`src/hw/sccr_pkg.sv`:
```
// Package with the constants and carriers of the configuration register bank.
package sccr_pkg;

  // I/O port addresses of the index and data ports.
  localparam logic [15:0] PORT_INDEX = 16'h0022;
  localparam logic [15:0] PORT_DATA  = 16'h0024;

  // Register indices.
  localparam logic [7:0] IDX_CONTROL_ONE  = 8'h20;
  localparam logic [7:0] IDX_CONTROL_TWO  = 8'h21;
  localparam logic [7:0] IDX_SHADOW_ONE   = 8'h22;
  localparam logic [7:0] IDX_SHADOW_TWO   = 8'h23;
  localparam logic [7:0] IDX_DRAM_ONE     = 8'h24;
  localparam logic [7:0] IDX_DRAM_TWO     = 8'h25;
  localparam logic [7:0] IDX_SHADOW_THREE = 8'h26;
  localparam logic [7:0] IDX_CONTROL_THREE = 8'h27;

  // Reset values; control_one top bits come from the revision parameter.
  localparam logic [7:0] RST_CONTROL_ONE   = 8'h00;
  localparam logic [7:0] RST_CONTROL_TWO   = 8'h00;
  localparam logic [7:0] RST_SHADOW_ONE    = 8'h84;
  localparam logic [7:0] RST_SHADOW_TWO    = 8'h00;
  localparam logic [7:0] RST_DRAM_ONE      = 8'h87;
  localparam logic [7:0] RST_DRAM_TWO      = 8'hf0;
  localparam logic [7:0] RST_SHADOW_THREE  = 8'h00;
  localparam logic [7:0] RST_CONTROL_THREE = 8'h80;

  // Writable masks; zero bits are read-only or reserved and read as zero, except control_one bits 7:6, which read the revision.
  localparam logic [7:0] WMASK_CONTROL_ONE   = 8'h3f;
  localparam logic [7:0] WMASK_SHADOW_ONE    = 8'hfd;
  localparam logic [7:0] WMASK_DRAM_ONE      = 8'hf7;
  localparam logic [7:0] WMASK_DRAM_TWO      = 8'hfb;
  localparam logic [7:0] WMASK_SHADOW_THREE  = 8'h7f;
  localparam logic [7:0] WMASK_CONTROL_THREE = 8'h80;

  // Field positions.
  localparam int C1_BURST_WAIT = 5;
  localparam int C1_EARLY_OE   = 4;
  localparam int C1_SINGLE_ALE = 3;
  localparam int C1_AT_WAIT    = 2;
  localparam int C1_HALT_RESET = 1;
  localparam int C1_FAST_RESET = 0;
  localparam int C2_BYTE_SWAP  = 7;
  localparam int C2_KBD_NOW    = 6;
  localparam int C2_PARITY_OFF = 5;
  localparam int C2_CACHE_EN   = 4;
  localparam int C2_SIZE_LO    = 2;
  localparam int C2_READ_FAST  = 1;
  localparam int C2_WRITE_ZERO = 0;
  localparam int S1_ROM_F      = 7;
  localparam int S1_SHADOW_D   = 6;
  localparam int S1_SHADOW_E   = 5;
  localparam int S1_WP_D       = 4;
  localparam int S1_WP_E       = 3;
  localparam int S1_HIDDEN_OFF = 2;
  localparam int S1_SLOW_REF   = 0;
  localparam int D1_MODE       = 7;
  localparam int D1_TYPE01_LO  = 4;
  localparam int D2_READ_LO    = 6;
  localparam int D2_WRITE_LO   = 4;
  localparam int D2_FAST_DEC   = 3;
  localparam int D2_CLK_STRAP  = 0;
  localparam int S3_COPY       = 6;
  localparam int S3_WP_C       = 5;
  localparam int S3_SHADOW_C   = 4;
  localparam int C3_NONCACHE   = 7;

  // Wait-state bases and emulated keyboard reset delay.
  localparam logic [2:0] READ_BASE_WAIT  = 3'h3;
  localparam logic [2:0] WRITE_BASE_WAIT = 3'h2;
  localparam int         KBD_DELAY_NS    = 2000;
  localparam int         CLK_PERIOD_NS   = 100;
  localparam int         KBD_DELAY_CYC   = KBD_DELAY_NS / CLK_PERIOD_NS;

  // Bank device size codes.
  typedef enum logic [1:0] {SCCR_EMPTY, SCCR_256K, SCCR_1M, SCCR_4M} sccr_size_t;

  // Decoded settings handed to the consuming state machines.
  typedef struct packed {
    logic       burst_wait;
    logic       early_oe;
    logic       single_ale;
    logic       at_wait;
    logic       halt_reset;
    logic       fast_reset;
    logic       byte_swap;
    logic       kbd_now;
    logic       parity_en;
    logic       cache_en;
    logic       dram_burst;
    logic [1:0] cache_size;
    logic       read_fast;
    logic       write_zero;
    logic       hidden_en;
    logic       slow_refresh;
    logic       noncache_en;
    logic       fast_decode;
    logic [2:0] read_wait;
    logic [2:0] write_wait;
    logic [1:0] clk_select;
  } sccr_cfg_t;

  // Shadow map settings.
  typedef struct packed {
    logic       rom_f;
    logic       shadow_d;
    logic       shadow_e;
    logic       wp_d;
    logic       wp_e;
    logic       rom_select_e;
    logic [7:0] seg_de;
    logic       copy_c;
    logic       wp_c;
    logic       shadow_c;
    logic [3:0] seg_c;
  } sccr_shadow_t;

  // Per-bank device sizes.
  typedef struct packed {
    sccr_size_t bank0;
    sccr_size_t bank1;
    sccr_size_t bank2;
    sccr_size_t bank3;
  } sccr_banks_t;

endpackage

```
`src/hw/sccr_bank_decode.sv`:
```
// Decoder of the DRAM bank type fields into per-bank device sizes.
`timescale 1ns/100ps

module sccr_bank_decode (
  // Register contents.
  input  wire logic [7:0]          dram_one_in,
  // Decoded sizes.
  output sccr_pkg::sccr_banks_t    banks_out
);

  // Banks 0/1 depend on the mode bit and the upper type field.
  always_comb begin
    banks_out = '0;
    case ({dram_one_in[7], dram_one_in[6:4]})
      4'h0: banks_out.bank0 = sccr_pkg::SCCR_256K;
      4'h1: begin
        banks_out.bank0 = sccr_pkg::SCCR_256K;
        banks_out.bank1 = sccr_pkg::SCCR_256K;
      end
      4'h2: begin
        banks_out.bank0 = sccr_pkg::SCCR_256K;
        banks_out.bank1 = sccr_pkg::SCCR_1M;
      end
      4'h8: banks_out.bank0 = sccr_pkg::SCCR_1M;
      4'h9: begin
        banks_out.bank0 = sccr_pkg::SCCR_1M;
        banks_out.bank1 = sccr_pkg::SCCR_1M;
      end
      4'ha: begin
        banks_out.bank0 = sccr_pkg::SCCR_1M;
        banks_out.bank1 = sccr_pkg::SCCR_4M;
      end
      4'hb: begin
        banks_out.bank0 = sccr_pkg::SCCR_4M;
        banks_out.bank1 = sccr_pkg::SCCR_1M;
      end
      4'hc: banks_out.bank0 = sccr_pkg::SCCR_4M;
      4'hd: begin
        banks_out.bank0 = sccr_pkg::SCCR_4M;
        banks_out.bank1 = sccr_pkg::SCCR_4M;
      end
      default: banks_out.bank0 = sccr_pkg::SCCR_EMPTY;
    endcase
    // Banks 2/3 ignore the mode bit.
    case (dram_one_in[2:0])
      3'h0: banks_out.bank2 = sccr_pkg::SCCR_1M;
      3'h1: begin
        banks_out.bank2 = sccr_pkg::SCCR_1M;
        banks_out.bank3 = sccr_pkg::SCCR_1M;
      end
      3'h3: begin
        banks_out.bank2 = sccr_pkg::SCCR_4M;
        banks_out.bank3 = sccr_pkg::SCCR_1M;
      end
      3'h4: banks_out.bank2 = sccr_pkg::SCCR_4M;
      3'h5: begin
        banks_out.bank2 = sccr_pkg::SCCR_4M;
        banks_out.bank3 = sccr_pkg::SCCR_4M;
      end
      default: banks_out.bank2 = sccr_pkg::SCCR_EMPTY;
    endcase
  end

endmodule

```
`src/hw/sccr_strap_sync.sv`:
```
// Three-stage synchroniser for the bus clock strap pin.
`timescale 1ns/100ps

module sccr_strap_sync (
  // Clock, reset and enable.
  input  wire logic clock_in,
  input  wire logic rst_in,
  input  wire logic enable_in,
  // Pin and settled level.
  input  wire logic pin_in,
  output logic      level_out
);

  logic [2:0] stage; // Stage 0 is read only by stage 1.

  // Shift the pin in; a change counts once stages 1 and 2 agree.
  always_ff @(posedge clock_in) begin
    if (rst_in) begin
      stage     <= 3'h0;
      level_out <= 1'b0;
    end else if (enable_in) begin
      stage <= {stage[1:0], pin_in};
      if (stage[1] == stage[2]) begin
        level_out <= stage[2];
      end
    end
  end

endmodule

```
`src/hw/sccr_regs.sv`:
```
// Indexed configuration register bank of the system controller.
`timescale 1ns/100ps

////////////////////////////////////////////////////////////////////////////////
// Operation
// - Index via port 22h, data via 24h.
// - Index invalidated after every data access.
// - Reserved bits reset and read zero.
// - Bit 5 adds burst wait; bit 4 clear.
// - Bit 4 opens cache buffer earlier.
// - Single ALE pulse; extra AT wait.
// - Halt before reset; fast CPU reset.
// - Byte swap during bus master cycles.
// - Keyboard reset pulse delayed 2 us or immediate.
// - Parity checking enabled when bit clear.
// - Cache enable disables DRAM burst.
// - Cache size 64KB to 512KB.
// - Cache read burst and write wait.
// - F segment reads ROM or DRAM.
// - D and E shadow, protects, ROM select.
// - Hidden refresh enable, resets disabled.
// - Slow refresh runs four times slower.
// - Eight 16K shadow segment enables D-E.
// - Decode bank types into device sizes.
// - Read and write DRAM wait states.
// - Fast decode off while cache enabled.
// - Bus clock divisor; bit 0 from strap.
// - C segment copy, protect, enable, segments.
// - Noncacheable pin enable, resets set.
module sccr_regs #(
  parameter logic [1:0] REVISION = 2'h2 // Arbitrary revision value.
) (
  // Clock, reset and enable.
  input  wire logic                   clock_in,
  input  wire logic                   rst_in,
  input  wire logic                   enable_in,
  // Host I/O cycle: one-cycle strobes with address and data.
  input  wire logic [15:0]            io_addr_in,
  input  wire logic                   io_write_in,
  input  wire logic                   io_read_in,
  input  wire logic [7:0]             io_wdata_in,
  output logic [7:0]                  io_rdata_out,
  output logic                        io_rvalid_out,
  // Data bus drive enable, low while the block drives it.
  output logic                        io_oe_n_out,
  // Strap pin and emulated keyboard reset request.
  input  wire logic                   bus_clock_strap_in,
  input  wire logic                   kbd_reset_req_in,
  input  wire logic                   cpu_halt_in,
  // Settings to the state machines.
  output sccr_pkg::sccr_cfg_t         cfg_out,
  output sccr_pkg::sccr_shadow_t      shadow_out,
  output sccr_pkg::sccr_banks_t       banks_out,
  // Expansion bus clock select and keyboard reset pulse.
  output logic [1:0]                  expansion_bus_clock_sel_out,
  output logic                        cpu_reset_out
);

  ////////////////////////////////////////////////////////////////////////////////
  // Storage.

  logic [7:0] regs [8];          // Register contents indexed by offset from 20h.
  logic [7:0] index_reg;         // Held index.
  logic       index_valid;       // Index written and not yet consumed.
  logic       strap_level;       // Settled strap level.
  logic       strap_load;        // Strap still to be captured after reset.
  logic [2:0] strap_wait;        // Cycles until the synchroniser settles.
  sccr_pkg::sccr_banks_t next_banks; // Decoded bank sizes.

  // True when an index lies inside the implemented range.
  function automatic logic idx_ok(input logic [7:0] idx);
    idx_ok = (idx >= sccr_pkg::IDX_CONTROL_ONE) && (idx <= sccr_pkg::IDX_CONTROL_THREE);
  endfunction

  // Writable bit mask of a register slot.
  function automatic logic [7:0] wmask(input logic [2:0] slot);
    case (slot)
      3'h0: wmask = sccr_pkg::WMASK_CONTROL_ONE;
      3'h2: wmask = sccr_pkg::WMASK_SHADOW_ONE;
      3'h4: wmask = sccr_pkg::WMASK_DRAM_ONE;
      3'h5: wmask = sccr_pkg::WMASK_DRAM_TWO;
      3'h6: wmask = sccr_pkg::WMASK_SHADOW_THREE;
      3'h7: wmask = sccr_pkg::WMASK_CONTROL_THREE;
      default: wmask = 8'hff;
    endcase
  endfunction

  logic       data_hit;   // A usable index is held: written and inside the implemented range.
  logic [2:0] slot;       // Register slot of the held index.
  assign slot     = index_reg[2:0];
  assign data_hit = index_valid && idx_ok(index_reg);

  logic       fast_dec;   // Fast decode as it takes effect; off while the cache is on.
  assign fast_dec = regs[5][sccr_pkg::D2_FAST_DEC] & ~regs[1][sccr_pkg::C2_CACHE_EN];

  ////////////////////////////////////////////////////////////////////////////////
  // Index port.

  // The index is taken on a port write and dropped on any data access.
  always_ff @(posedge clock_in) begin
    if (rst_in) begin
      index_reg   <= 8'h00;
      index_valid <= 1'b0;
    end else if (enable_in) begin
      if (io_write_in && io_addr_in == sccr_pkg::PORT_INDEX) begin
        index_reg   <= io_wdata_in;
        index_valid <= 1'b1;
      end else if ((io_write_in || io_read_in) && io_addr_in == sccr_pkg::PORT_DATA) begin
        index_valid <= 1'b0;
      end
    end
  end

  ////////////////////////////////////////////////////////////////////////////////
  // Register writes.

  sccr_strap_sync u_strap (
    .clock_in  (clock_in),
    .rst_in    (rst_in),
    .enable_in (enable_in),
    .pin_in    (bus_clock_strap_in),
    .level_out (strap_level)
  );

  // The strap is caught once the synchroniser has settled after reset, so a
  // constant is all that the reset branch loads.
  always_ff @(posedge clock_in) begin
    if (rst_in) begin
      strap_load <= 1'b1;
      strap_wait <= 3'h4;
    end else if (enable_in && strap_load) begin
      if (strap_wait == 3'h0) begin
        strap_load <= 1'b0;
      end else begin
        strap_wait <= strap_wait - 3'h1;
      end
    end
  end

  // Reset values load here; reserved and read-only bits never take writes.
  always_ff @(posedge clock_in) begin
    if (rst_in) begin
      regs[0] <= sccr_pkg::RST_CONTROL_ONE;
      regs[1] <= sccr_pkg::RST_CONTROL_TWO;
      regs[2] <= sccr_pkg::RST_SHADOW_ONE;
      regs[3] <= sccr_pkg::RST_SHADOW_TWO;
      regs[4] <= sccr_pkg::RST_DRAM_ONE;
      regs[5] <= sccr_pkg::RST_DRAM_TWO;
      regs[6] <= sccr_pkg::RST_SHADOW_THREE;
      regs[7] <= sccr_pkg::RST_CONTROL_THREE;
    end else if (enable_in) begin
      if (io_write_in && io_addr_in == sccr_pkg::PORT_DATA && data_hit) begin
        regs[slot] <= io_wdata_in & wmask(slot);
      end else if (strap_load && strap_wait == 3'h0) begin
        regs[5][sccr_pkg::D2_CLK_STRAP] <= strap_level;
      end
    end
  end

  ////////////////////////////////////////////////////////////////////////////////
  // Register reads.

  // A read answers one cycle later; an unmapped index leaves the bus undriven.
  always_ff @(posedge clock_in) begin
    if (rst_in) begin
      io_rdata_out  <= 8'h00;
      io_rvalid_out <= 1'b0;
      io_oe_n_out   <= 1'b1;
    end else if (enable_in) begin
      io_rvalid_out <= 1'b0;
      io_oe_n_out   <= 1'b1;
      if (io_read_in && io_addr_in == sccr_pkg::PORT_DATA && data_hit) begin
        io_rvalid_out <= 1'b1;
        io_oe_n_out   <= 1'b0;
        if (slot == 3'h0) begin
          io_rdata_out <= {REVISION, regs[0][5:0]};
        end else begin
          io_rdata_out <= regs[slot];
        end
      end
    end
  end

  ////////////////////////////////////////////////////////////////////////////////
  // Decoded settings.

  sccr_bank_decode u_banks (
    .dram_one_in (regs[4]),
    .banks_out   (next_banks)
  );

  // All settings are registered so every output leaves a flip-flop.
  always_ff @(posedge clock_in) begin
    if (rst_in) begin
      cfg_out    <= '0;
      shadow_out <= '0;
      banks_out  <= '0;
      expansion_bus_clock_sel_out <= 2'h0;
    end else if (enable_in) begin
      banks_out <= next_banks;
      expansion_bus_clock_sel_out <= regs[5][1:0];
      // Bit 4 is dropped while bit 5 adds the burst wait, a safe reading.
      cfg_out.burst_wait <= regs[0][sccr_pkg::C1_BURST_WAIT];
      cfg_out.early_oe   <= regs[0][sccr_pkg::C1_EARLY_OE] &
                            ~regs[0][sccr_pkg::C1_BURST_WAIT];
      cfg_out.single_ale <= regs[0][sccr_pkg::C1_SINGLE_ALE];
      cfg_out.at_wait    <= regs[0][sccr_pkg::C1_AT_WAIT];
      cfg_out.halt_reset <= regs[0][sccr_pkg::C1_HALT_RESET];
      cfg_out.fast_reset <= regs[0][sccr_pkg::C1_FAST_RESET];
      cfg_out.byte_swap  <= regs[1][sccr_pkg::C2_BYTE_SWAP];
      cfg_out.kbd_now    <= regs[1][sccr_pkg::C2_KBD_NOW];
      cfg_out.parity_en  <= ~regs[1][sccr_pkg::C2_PARITY_OFF];
      cfg_out.cache_en   <= regs[1][sccr_pkg::C2_CACHE_EN];
      cfg_out.dram_burst <= ~regs[1][sccr_pkg::C2_CACHE_EN];
      cfg_out.cache_size <= regs[1][sccr_pkg::C2_SIZE_LO +: 2];
      cfg_out.read_fast  <= regs[1][sccr_pkg::C2_READ_FAST];
      cfg_out.write_zero <= regs[1][sccr_pkg::C2_WRITE_ZERO];
      cfg_out.hidden_en  <= ~regs[2][sccr_pkg::S1_HIDDEN_OFF];
      cfg_out.slow_refresh <= regs[2][sccr_pkg::S1_SLOW_REF];
      cfg_out.noncache_en  <= regs[7][sccr_pkg::C3_NONCACHE];
      cfg_out.fast_decode  <= fast_dec;
      // Read base 3 plus 0..2 (code 00 unused, treated as 0); write base 2 plus 0..3.
      cfg_out.read_wait  <= sccr_pkg::READ_BASE_WAIT
                            + ((regs[5][7:6] == 2'h0) ? 3'h0 : {1'b0, regs[5][7:6] - 2'h1})
                            - {2'h0, fast_dec};
      cfg_out.write_wait <= sccr_pkg::WRITE_BASE_WAIT + {1'b0, regs[5][5:4]}
                            - {2'h0, fast_dec};
      cfg_out.clk_select <= regs[5][1:0];
      shadow_out.rom_f    <= regs[2][sccr_pkg::S1_ROM_F];
      shadow_out.shadow_d <= regs[2][sccr_pkg::S1_SHADOW_D];
      shadow_out.shadow_e <= regs[2][sccr_pkg::S1_SHADOW_E];
      shadow_out.wp_d     <= regs[2][sccr_pkg::S1_WP_D];
      shadow_out.wp_e     <= regs[2][sccr_pkg::S1_WP_E];
      shadow_out.rom_select_e <= ~regs[2][sccr_pkg::S1_SHADOW_E];
      shadow_out.seg_de   <= regs[3];
      shadow_out.copy_c   <= regs[6][sccr_pkg::S3_COPY];
      shadow_out.wp_c     <= regs[6][sccr_pkg::S3_WP_C];
      shadow_out.shadow_c <= regs[6][sccr_pkg::S3_SHADOW_C];
      shadow_out.seg_c    <= regs[6][3:0];
    end
  end

  ////////////////////////////////////////////////////////////////////////////////
  // Emulated keyboard reset.

  typedef enum logic [1:0] {SCCR_KB_IDLE, SCCR_KB_HALT, SCCR_KB_DELAY, SCCR_KB_PULSE} sccr_kb_t;
  sccr_kb_t   kb_state;   // Keyboard reset sequencer state.
  logic [7:0] kb_count;   // Delay counter.

  // A request may wait for a halt, then for the delay, then pulses one cycle.
  always_ff @(posedge clock_in) begin
    if (rst_in) begin
      kb_state      <= SCCR_KB_IDLE;
      kb_count      <= 8'h00;
      cpu_reset_out <= 1'b0;
    end else if (enable_in) begin
      cpu_reset_out <= 1'b0;
      case (kb_state)
        SCCR_KB_IDLE: begin
          kb_count <= 8'(sccr_pkg::KBD_DELAY_CYC - 1);
          if (kbd_reset_req_in) begin
            kb_state <= regs[0][sccr_pkg::C1_HALT_RESET] ? SCCR_KB_HALT : SCCR_KB_DELAY;
          end
        end
        SCCR_KB_HALT: begin
          if (cpu_halt_in) begin
            kb_state <= SCCR_KB_DELAY;
          end
        end
        SCCR_KB_DELAY: begin
          if (regs[1][sccr_pkg::C2_KBD_NOW] || kb_count == 8'h00) begin
            kb_state <= SCCR_KB_PULSE;
          end else begin
            kb_count <= kb_count - 8'h01;
          end
        end
        SCCR_KB_PULSE: begin
          cpu_reset_out <= 1'b1;
          kb_state      <= SCCR_KB_IDLE;
        end
        default: begin
          kb_state <= SCCR_KB_IDLE;
        end
      endcase
    end
  end

endmodule

```
`config.mk`:
```
export PLATFORM = sky130hd
export DESIGN_NAME = sccr_regs
export DESIGN_NICKNAME = d
export VERILOG_FILES = /design/src/hw/sccr_pkg.sv /design/src/hw/sccr_bank_decode.sv /design/src/hw/sccr_strap_sync.sv /design/src/hw/sccr_regs.sv
export SDC_FILE = /design/constraint.sdc
export NUM_CORES = 1
export LEC_CHECK = 0
export ABC_AREA = 1
export BUFFER_PORTS_ARGS = -buffer_cell sky130_fd_sc_hd__clkbuf_2
export CAP_MARGIN = 20
export CORE_MARGIN = 2
export CORE_UTILIZATION = 42
export DETAILED_ROUTE_END_ITERATION = 10
export GPL_ROUTABILITY_DRIVEN = 0
export HOLD_SLACK_MARGIN = 0.12
export PLACE_DENSITY = 0.71
export SETUP_SLACK_MARGIN = 0.02
export SLEW_MARGIN = 20
export SYNTH_ARGS = -nofsm -noshare
export SYNTH_HDL_FRONTEND = slang
export SYNTH_SLANG_ARGS = --single-unit
```
`constraint.sdc`:
```
create_clock -name clock_in -period 2.7 [get_ports clock_in]
set_input_delay 0.27 -clock clock_in [delete_from_list [all_inputs] [get_ports clock_in]]
set_output_delay 0.27 -clock clock_in [all_outputs]
set_load 0.01 [all_outputs]
```
# ---- Yosys cells after proc, flatten, opt, wreduce, memory -nomap -nowiden
# Memories as Yosys holds them, arrays and structs flattened. A register that Yosys moved wholly into a read port is not among the register bits.
# Index checks and enable logic that the tools add are counted.
dict set report totals {
  regBits 78
  ram_bits 64
  inputBits 32
  output_inout_bits 69
  elab_cells 166
  mem_count 1
}
# memory words width read_ports rd_clocked_by_memory_dff write_ports line_no
set memory_table {}
lappend memory_table {regs 8 8 9 4 8 sccr_regs.sv:62} ;# logic [7:0] regs [8];
dict set report classes {
  n_addsub 7
  n_lt_le_gt_ge 2
  n_eq_ne 27
  mux 39
  bitwise 10
  reduce_logical 38
}
# op count
set ops {}
lappend ops {{2-to-1 mux 8 bit} 6}
lappend ops {{case mux 8 bit (6 select lines)} 1}
lappend ops {{== test 16 x 6 -> 1 bit (second input constant)} 2}
lappend ops {{== test 4 bit (second input constant)} 6}
lappend ops {{== test 3 bit (second input constant)} 6}
lappend ops {{2-to-1 mux 1 bit} 18}
lappend ops {{case mux 8 bit (2 select lines)} 1}
lappend ops {{OR reduction 3 bit} 5}
lappend ops {{case mux 2 bit (3 select lines)} 2}
lappend ops {{AND reduction 2 bit} 6}
lappend ops {{logical AND 1 bit} 10}
lappend ops {{2-to-1 mux 2 bit} 5}
lappend ops {{logical NOT 3 bit} 3}
lappend ops {{2-to-1 mux 3 bit} 3}
lappend ops {{bitwise AND 8 bit} 1}
lappend ops {{>= comparator 8 x 6 -> 1 bit (second input constant)} 1}
lappend ops {{less-or-equal comparator 8 x 6 -> 1 bit (second input constant)} 1}
lappend ops {{logical NOT 8 bit} 1}
lappend ops {{!= test 2 bit (second input constant)} 4}
lappend ops {{case mux 2 bit (2 select lines)} 2}
lappend ops {{case mux 2 bit (4 select lines)} 1}
lappend ops {{OR reduction 8 bit} 1}
lappend ops {{subtractor 8 x 1 -> 8 bit (second input constant)} 1}
lappend ops {{adder 2 x 2 -> 3 bit (first input constant)} 2}
lappend ops {{other kinds (20)} 34}

# ---- Logic depth before layout (Yosys ltp)
dict set report depth {
  word_depth 10
  ltp_mapped 9
}

# ---- Cells and area by module
# A second synthesis with hierarchy kept.
dict set report hier_totals {
  cells_unflattened 869
  hier_area_um2 7139.3
}
# module instances cells_per_inst area_per_inst_um2 seq_area_each_um2
set by_module_without_submodules {}
lappend by_module_without_submodules {sccr_regs 1 817 6847.8 3783.6}
lappend by_module_without_submodules {sccr_strap_sync 1 20 151.4 80.1}
lappend by_module_without_submodules {sccr_bank_decode 1 32 140.1 0.0}

# ---- Worst setup path before layout
# No wires, ideal clock.
dict set report synth_timing {
  path_kind {reg2reg}
  from {register index_reg[0]}
  to {memory regs[7][0] (enable)}
  setup_time_ns 0.384
  arrival_ns 1.542
  path_slack_ns 0.774
  stages_incl_launch_ff 6
  n_path_buf 1
  synth_period_minus_slack_ns 1.926
  path_cell_list {dfxtp_1 > buf_4 > inv_2 > nor3_1 > inv_2 > o21ai_0}
}
# element line_no
set synth_rtl {}
lappend synth_rtl {{from (decl)} sccr_regs.sv:63} ;# logic [7:0] index_reg;
lappend synth_rtl {{from (signal assigned)} sccr_regs.sv:106} ;# index_reg <= io_wdata_in;
lappend synth_rtl {{to (decl)} sccr_regs.sv:62}

==> flow_summary.yaml <==
power_and_ir_drop:
  leakagePower_nw: 3.564
  power_frac_clock: 0.436
  power_switching_share: 0.2475
  p_seq_frac: 0.476
  p_comb_frac: 0.088
  peakVddDrop_uv: 432.0
  power_density_nw_per_um2: 677.9
  intPower_mw: 4.284
  power.switching_mw: 1.409
logic_synthesis:
  syn_area_per_cell_um2: 8.403
  synth_top_family_by_area: "simple AND/OR/NAND/NOR gates"
  synth_area_um2: 7067
  synth_xor_area_frac: 0.003718
  synth_compound_area_frac: 0.1172
  syn_inst: 841
  muxShareOfSynthArea: 0
  yosysWarnings: 0
  synth-seq-cells: 161
  synth-adder-area-share: 0.02302
  synthArstFlopShare: 0
  synth_ff_type: "dfxtp_1"
  synth.distinct_cells: 38
  synthSimpleGateAreaFrac: 0.2495
  synth_edf_count: 64
  yosysSeqAreaShare: 0.5467
worst_setup_path:
  arrival_ns: 2.04
  cp-end-kind: "flip-flop"
  setup.worst_path.class: "flip-flop to flip-flop"
  worstPathRequired_ns: 2.80
  cp-start-kind: "flip-flop"
  path_max_fanout: 10
timing:
  timing.final.crit_share: 0.7181
  tightest_slew_ns: 0.6933
  slew_headroom: 0.5329
  max_clock_freq_ghz: 0.5158
  fin_setup_tns_ns: 0
  hold_viol: 0
  setup_viol: 0
  skew_ns: 0.01003
  final_max_slew_viol_count: 0
  rsz0062_at_grt: "false"
  fin_crit_ns: 1.939
  hold_slack_ns: 0.1624
global_route:
  gr-usage-all-layers: 0.2102
  grt_start_max_net_pins: 63
  grt_pass1_wl_um: 28800
  grt_pass1_vias: 5595
  overflow: 0
  antenna_found_initial: 0
finish:
  top_regs: "regs: 64 flops, cfg_out: 25 flops, shadow_out: 21 flops"
  area.growth.synth_to_final_pct: 18.84
  nets: 988
  nFillCells: 1557
  largest_register: "regs"
  largest_register_ffs: 64
  final_area_um2: 8398
  diodes: 0
  drive_above_1_share: 0.1820
  multi_input_area_um2: 2829
  seqCellArea_um2: 3864
detailed_routing:
  wire_per_inst_um: 15.53
  drc_errors: 0
  via_per_inst: 5.177
  finalWirelength_um: 18260
  vias: 6088
  dr.first_iter.drc_count: 526
  ant_nets: 0
  dr.pass1.iters: 5
clock_network:
  clock-root-buffer: "clkbuf_16"
  path_clk_slew_ns: 0.06
  cts_sinks: 161
  cts_made_buffers: 17
  cts_resized: 0
  cts_setup_buffers: 0
  cts_max_level: 4
  clk_latency_ns: 0.43
  cts_tree: "done"
  clockBufferDepth: 2
die:
  coreArea_um2: 16520
  die_y_um: 133.7
  fp.dieArea_um2: 17880
  die_w_um: 133.7
  io-pin-count: 101
  rows: 47
  start_util: 0.4277
placement:
  port_buffers: 100
  place_hpwl_um: 13250
  placed_area_um2: 7780
min_path:
  worstHoldPathType: "primary input to flip-flop"
status:
  status: "complete, no violations"
job:
  maxCapViolations: 0
[repair_timing]
action                                  in CTS  in global routing
endpoints found under the hold margin        1                  0
endpoints found under the setup margin       0                  0
hold buffers                                 1                  0
[final timing paths]
check	to	cells after the start	startpoint	slack [ns]
max	regs[0][7]	5	index_reg[2]	0.76
min	index_reg[5]	3	io_wdata_in[5]	0.16
max reg2reg	regs[0][7]	5	index_reg[2]	0.76
min reg2reg	index_reg[5]	2	index_reg[5]	0.45
[placed cells by master, fill, tap and decap left out, types with 4 or more instances in the layout]
| master | netlist | layout |
|---|---|---|
| buf_4 | 4 | 9 |
| o21ai_0 | 83 | 83 |
| nand3_1 | 69 | 69 |
| o211ai_1 | 4 | 4 |
| clkinv_4 | 0 | 4 |
| nor3_1 | 6 | 6 |
| clkbuf_16 | 0 | 17 |
| nand2_1 | 136 | 136 |
| clkbuf_2 | 0 | 100 |
| nor2_1 | 154 | 154 |
| o21ai_1 | 7 | 7 |
| inv_1 | 53 | 53 |
| conb_1 | 1 | 13 |
| nor2_2 | 6 | 6 |
| inv_2 | 11 | 11 |
| dfxtp_1 | 97 | 97 |
| nand2_2 | 4 | 4 |
| edfxtp_1 | 64 | 64 |
| ha_1 | 13 | 13 |
| nand4_1 | 8 | 8 |
| a21oi_1 | 61 | 61 |
[final cells by class]
type | instances | area share
sequential | 161 | 0.4601
tap | 220 | 0.03278
clock buffer | 17 | 0.05066
inverter | 65 | 0.02905
timing repair buffer | 110 | 0.06883
multi-input combinational | 588 | 0.3369
clock inverter | 15 | 0.02175
[cell usage after synthesis (2+ instances only)]
cell	instances	area (um2)
nor2_1	154	578.1
nand2_1	136	510.5
dfxtp_1	97	1942
o21ai_0	83	415.4
nand3_1	69	345.3
edfxtp_1	64	1922
a21oi_1	61	305.3
inv_1	53	198.9
clkbuf_1	21	78.83
ha_1	13	162.7
buf_2	11	55.05
inv_2	11	41.29
nand4_1	8	50.05
o21ai_1	7	35.03
nor2_2	6	37.54
nor3_1	6	30.03
buf_4	4	30.03
nand2_2	4	25.02
o211ai_1	4	30.03
buf_1	3	11.26
nand3_4	3	52.55
xor2_1	3	26.28
nand3_2	2	20.02
nand3b_1	2	15.01
nor2_4	2	22.52
or2_2	2	12.51
[critical path, stage by stage (launching register included)]
cell and delay [ns]:
dfxtp_1 0.36, nor2_1 0.24, nand2_1 0.34, inv_2 0.25
nand2_2 0.12, nand2_1 0.28
[kinds of logic after synthesis]
| logic type | count (synthesis) |
|---|---|
| compound gates | 160 |
| xor+xnor | 3 |
| fa+ha+maj | 13 |
| buf+inv | 104 |
| flops | 161 |
| other cells | 1 |
| simple gates | 399 |
[metal layers]
metal  GRT usage  share of wire  wire [um]
met3     0.04680          0.064       1163
met4     0.08274          0.022        395
met5           0              0          0
met2      0.3322           0.47       8649
met1      0.2814           0.44       8052
[through the flow]
stage,std cells,setup slack [ns],total power [mW],util
6_report,1176,0.7611,5.693,0.5082
4_1_cts,1176,0.7885,5.716,0.5082
3_3_place_gp,1143,0.7585,3.249,0.4708
3_5_place_dp,1143,0.7214,3.262,0.4708
2_1_floorplan,853,0.7745,3.082,-
5_1_grt,1176,0.5559,5.912,0.5082
[power by group through the flow]
stage | sequential, mW | combinational (mW) | clock [mW]
5_1_grt | 2.72 | 0.572 | 2.62
3_5_place_dp | 2.76 | 0.497 | 0
3_3_place_gp | 2.76 | 0.486 | 0
4_1_cts | 2.71 | 0.502 | 2.50
2_1_floorplan | 2.77 | 0.314 | 0
6_report | 2.71 | 0.500 | 2.48
No activity file was read; power rests on OpenSTA's default activity.
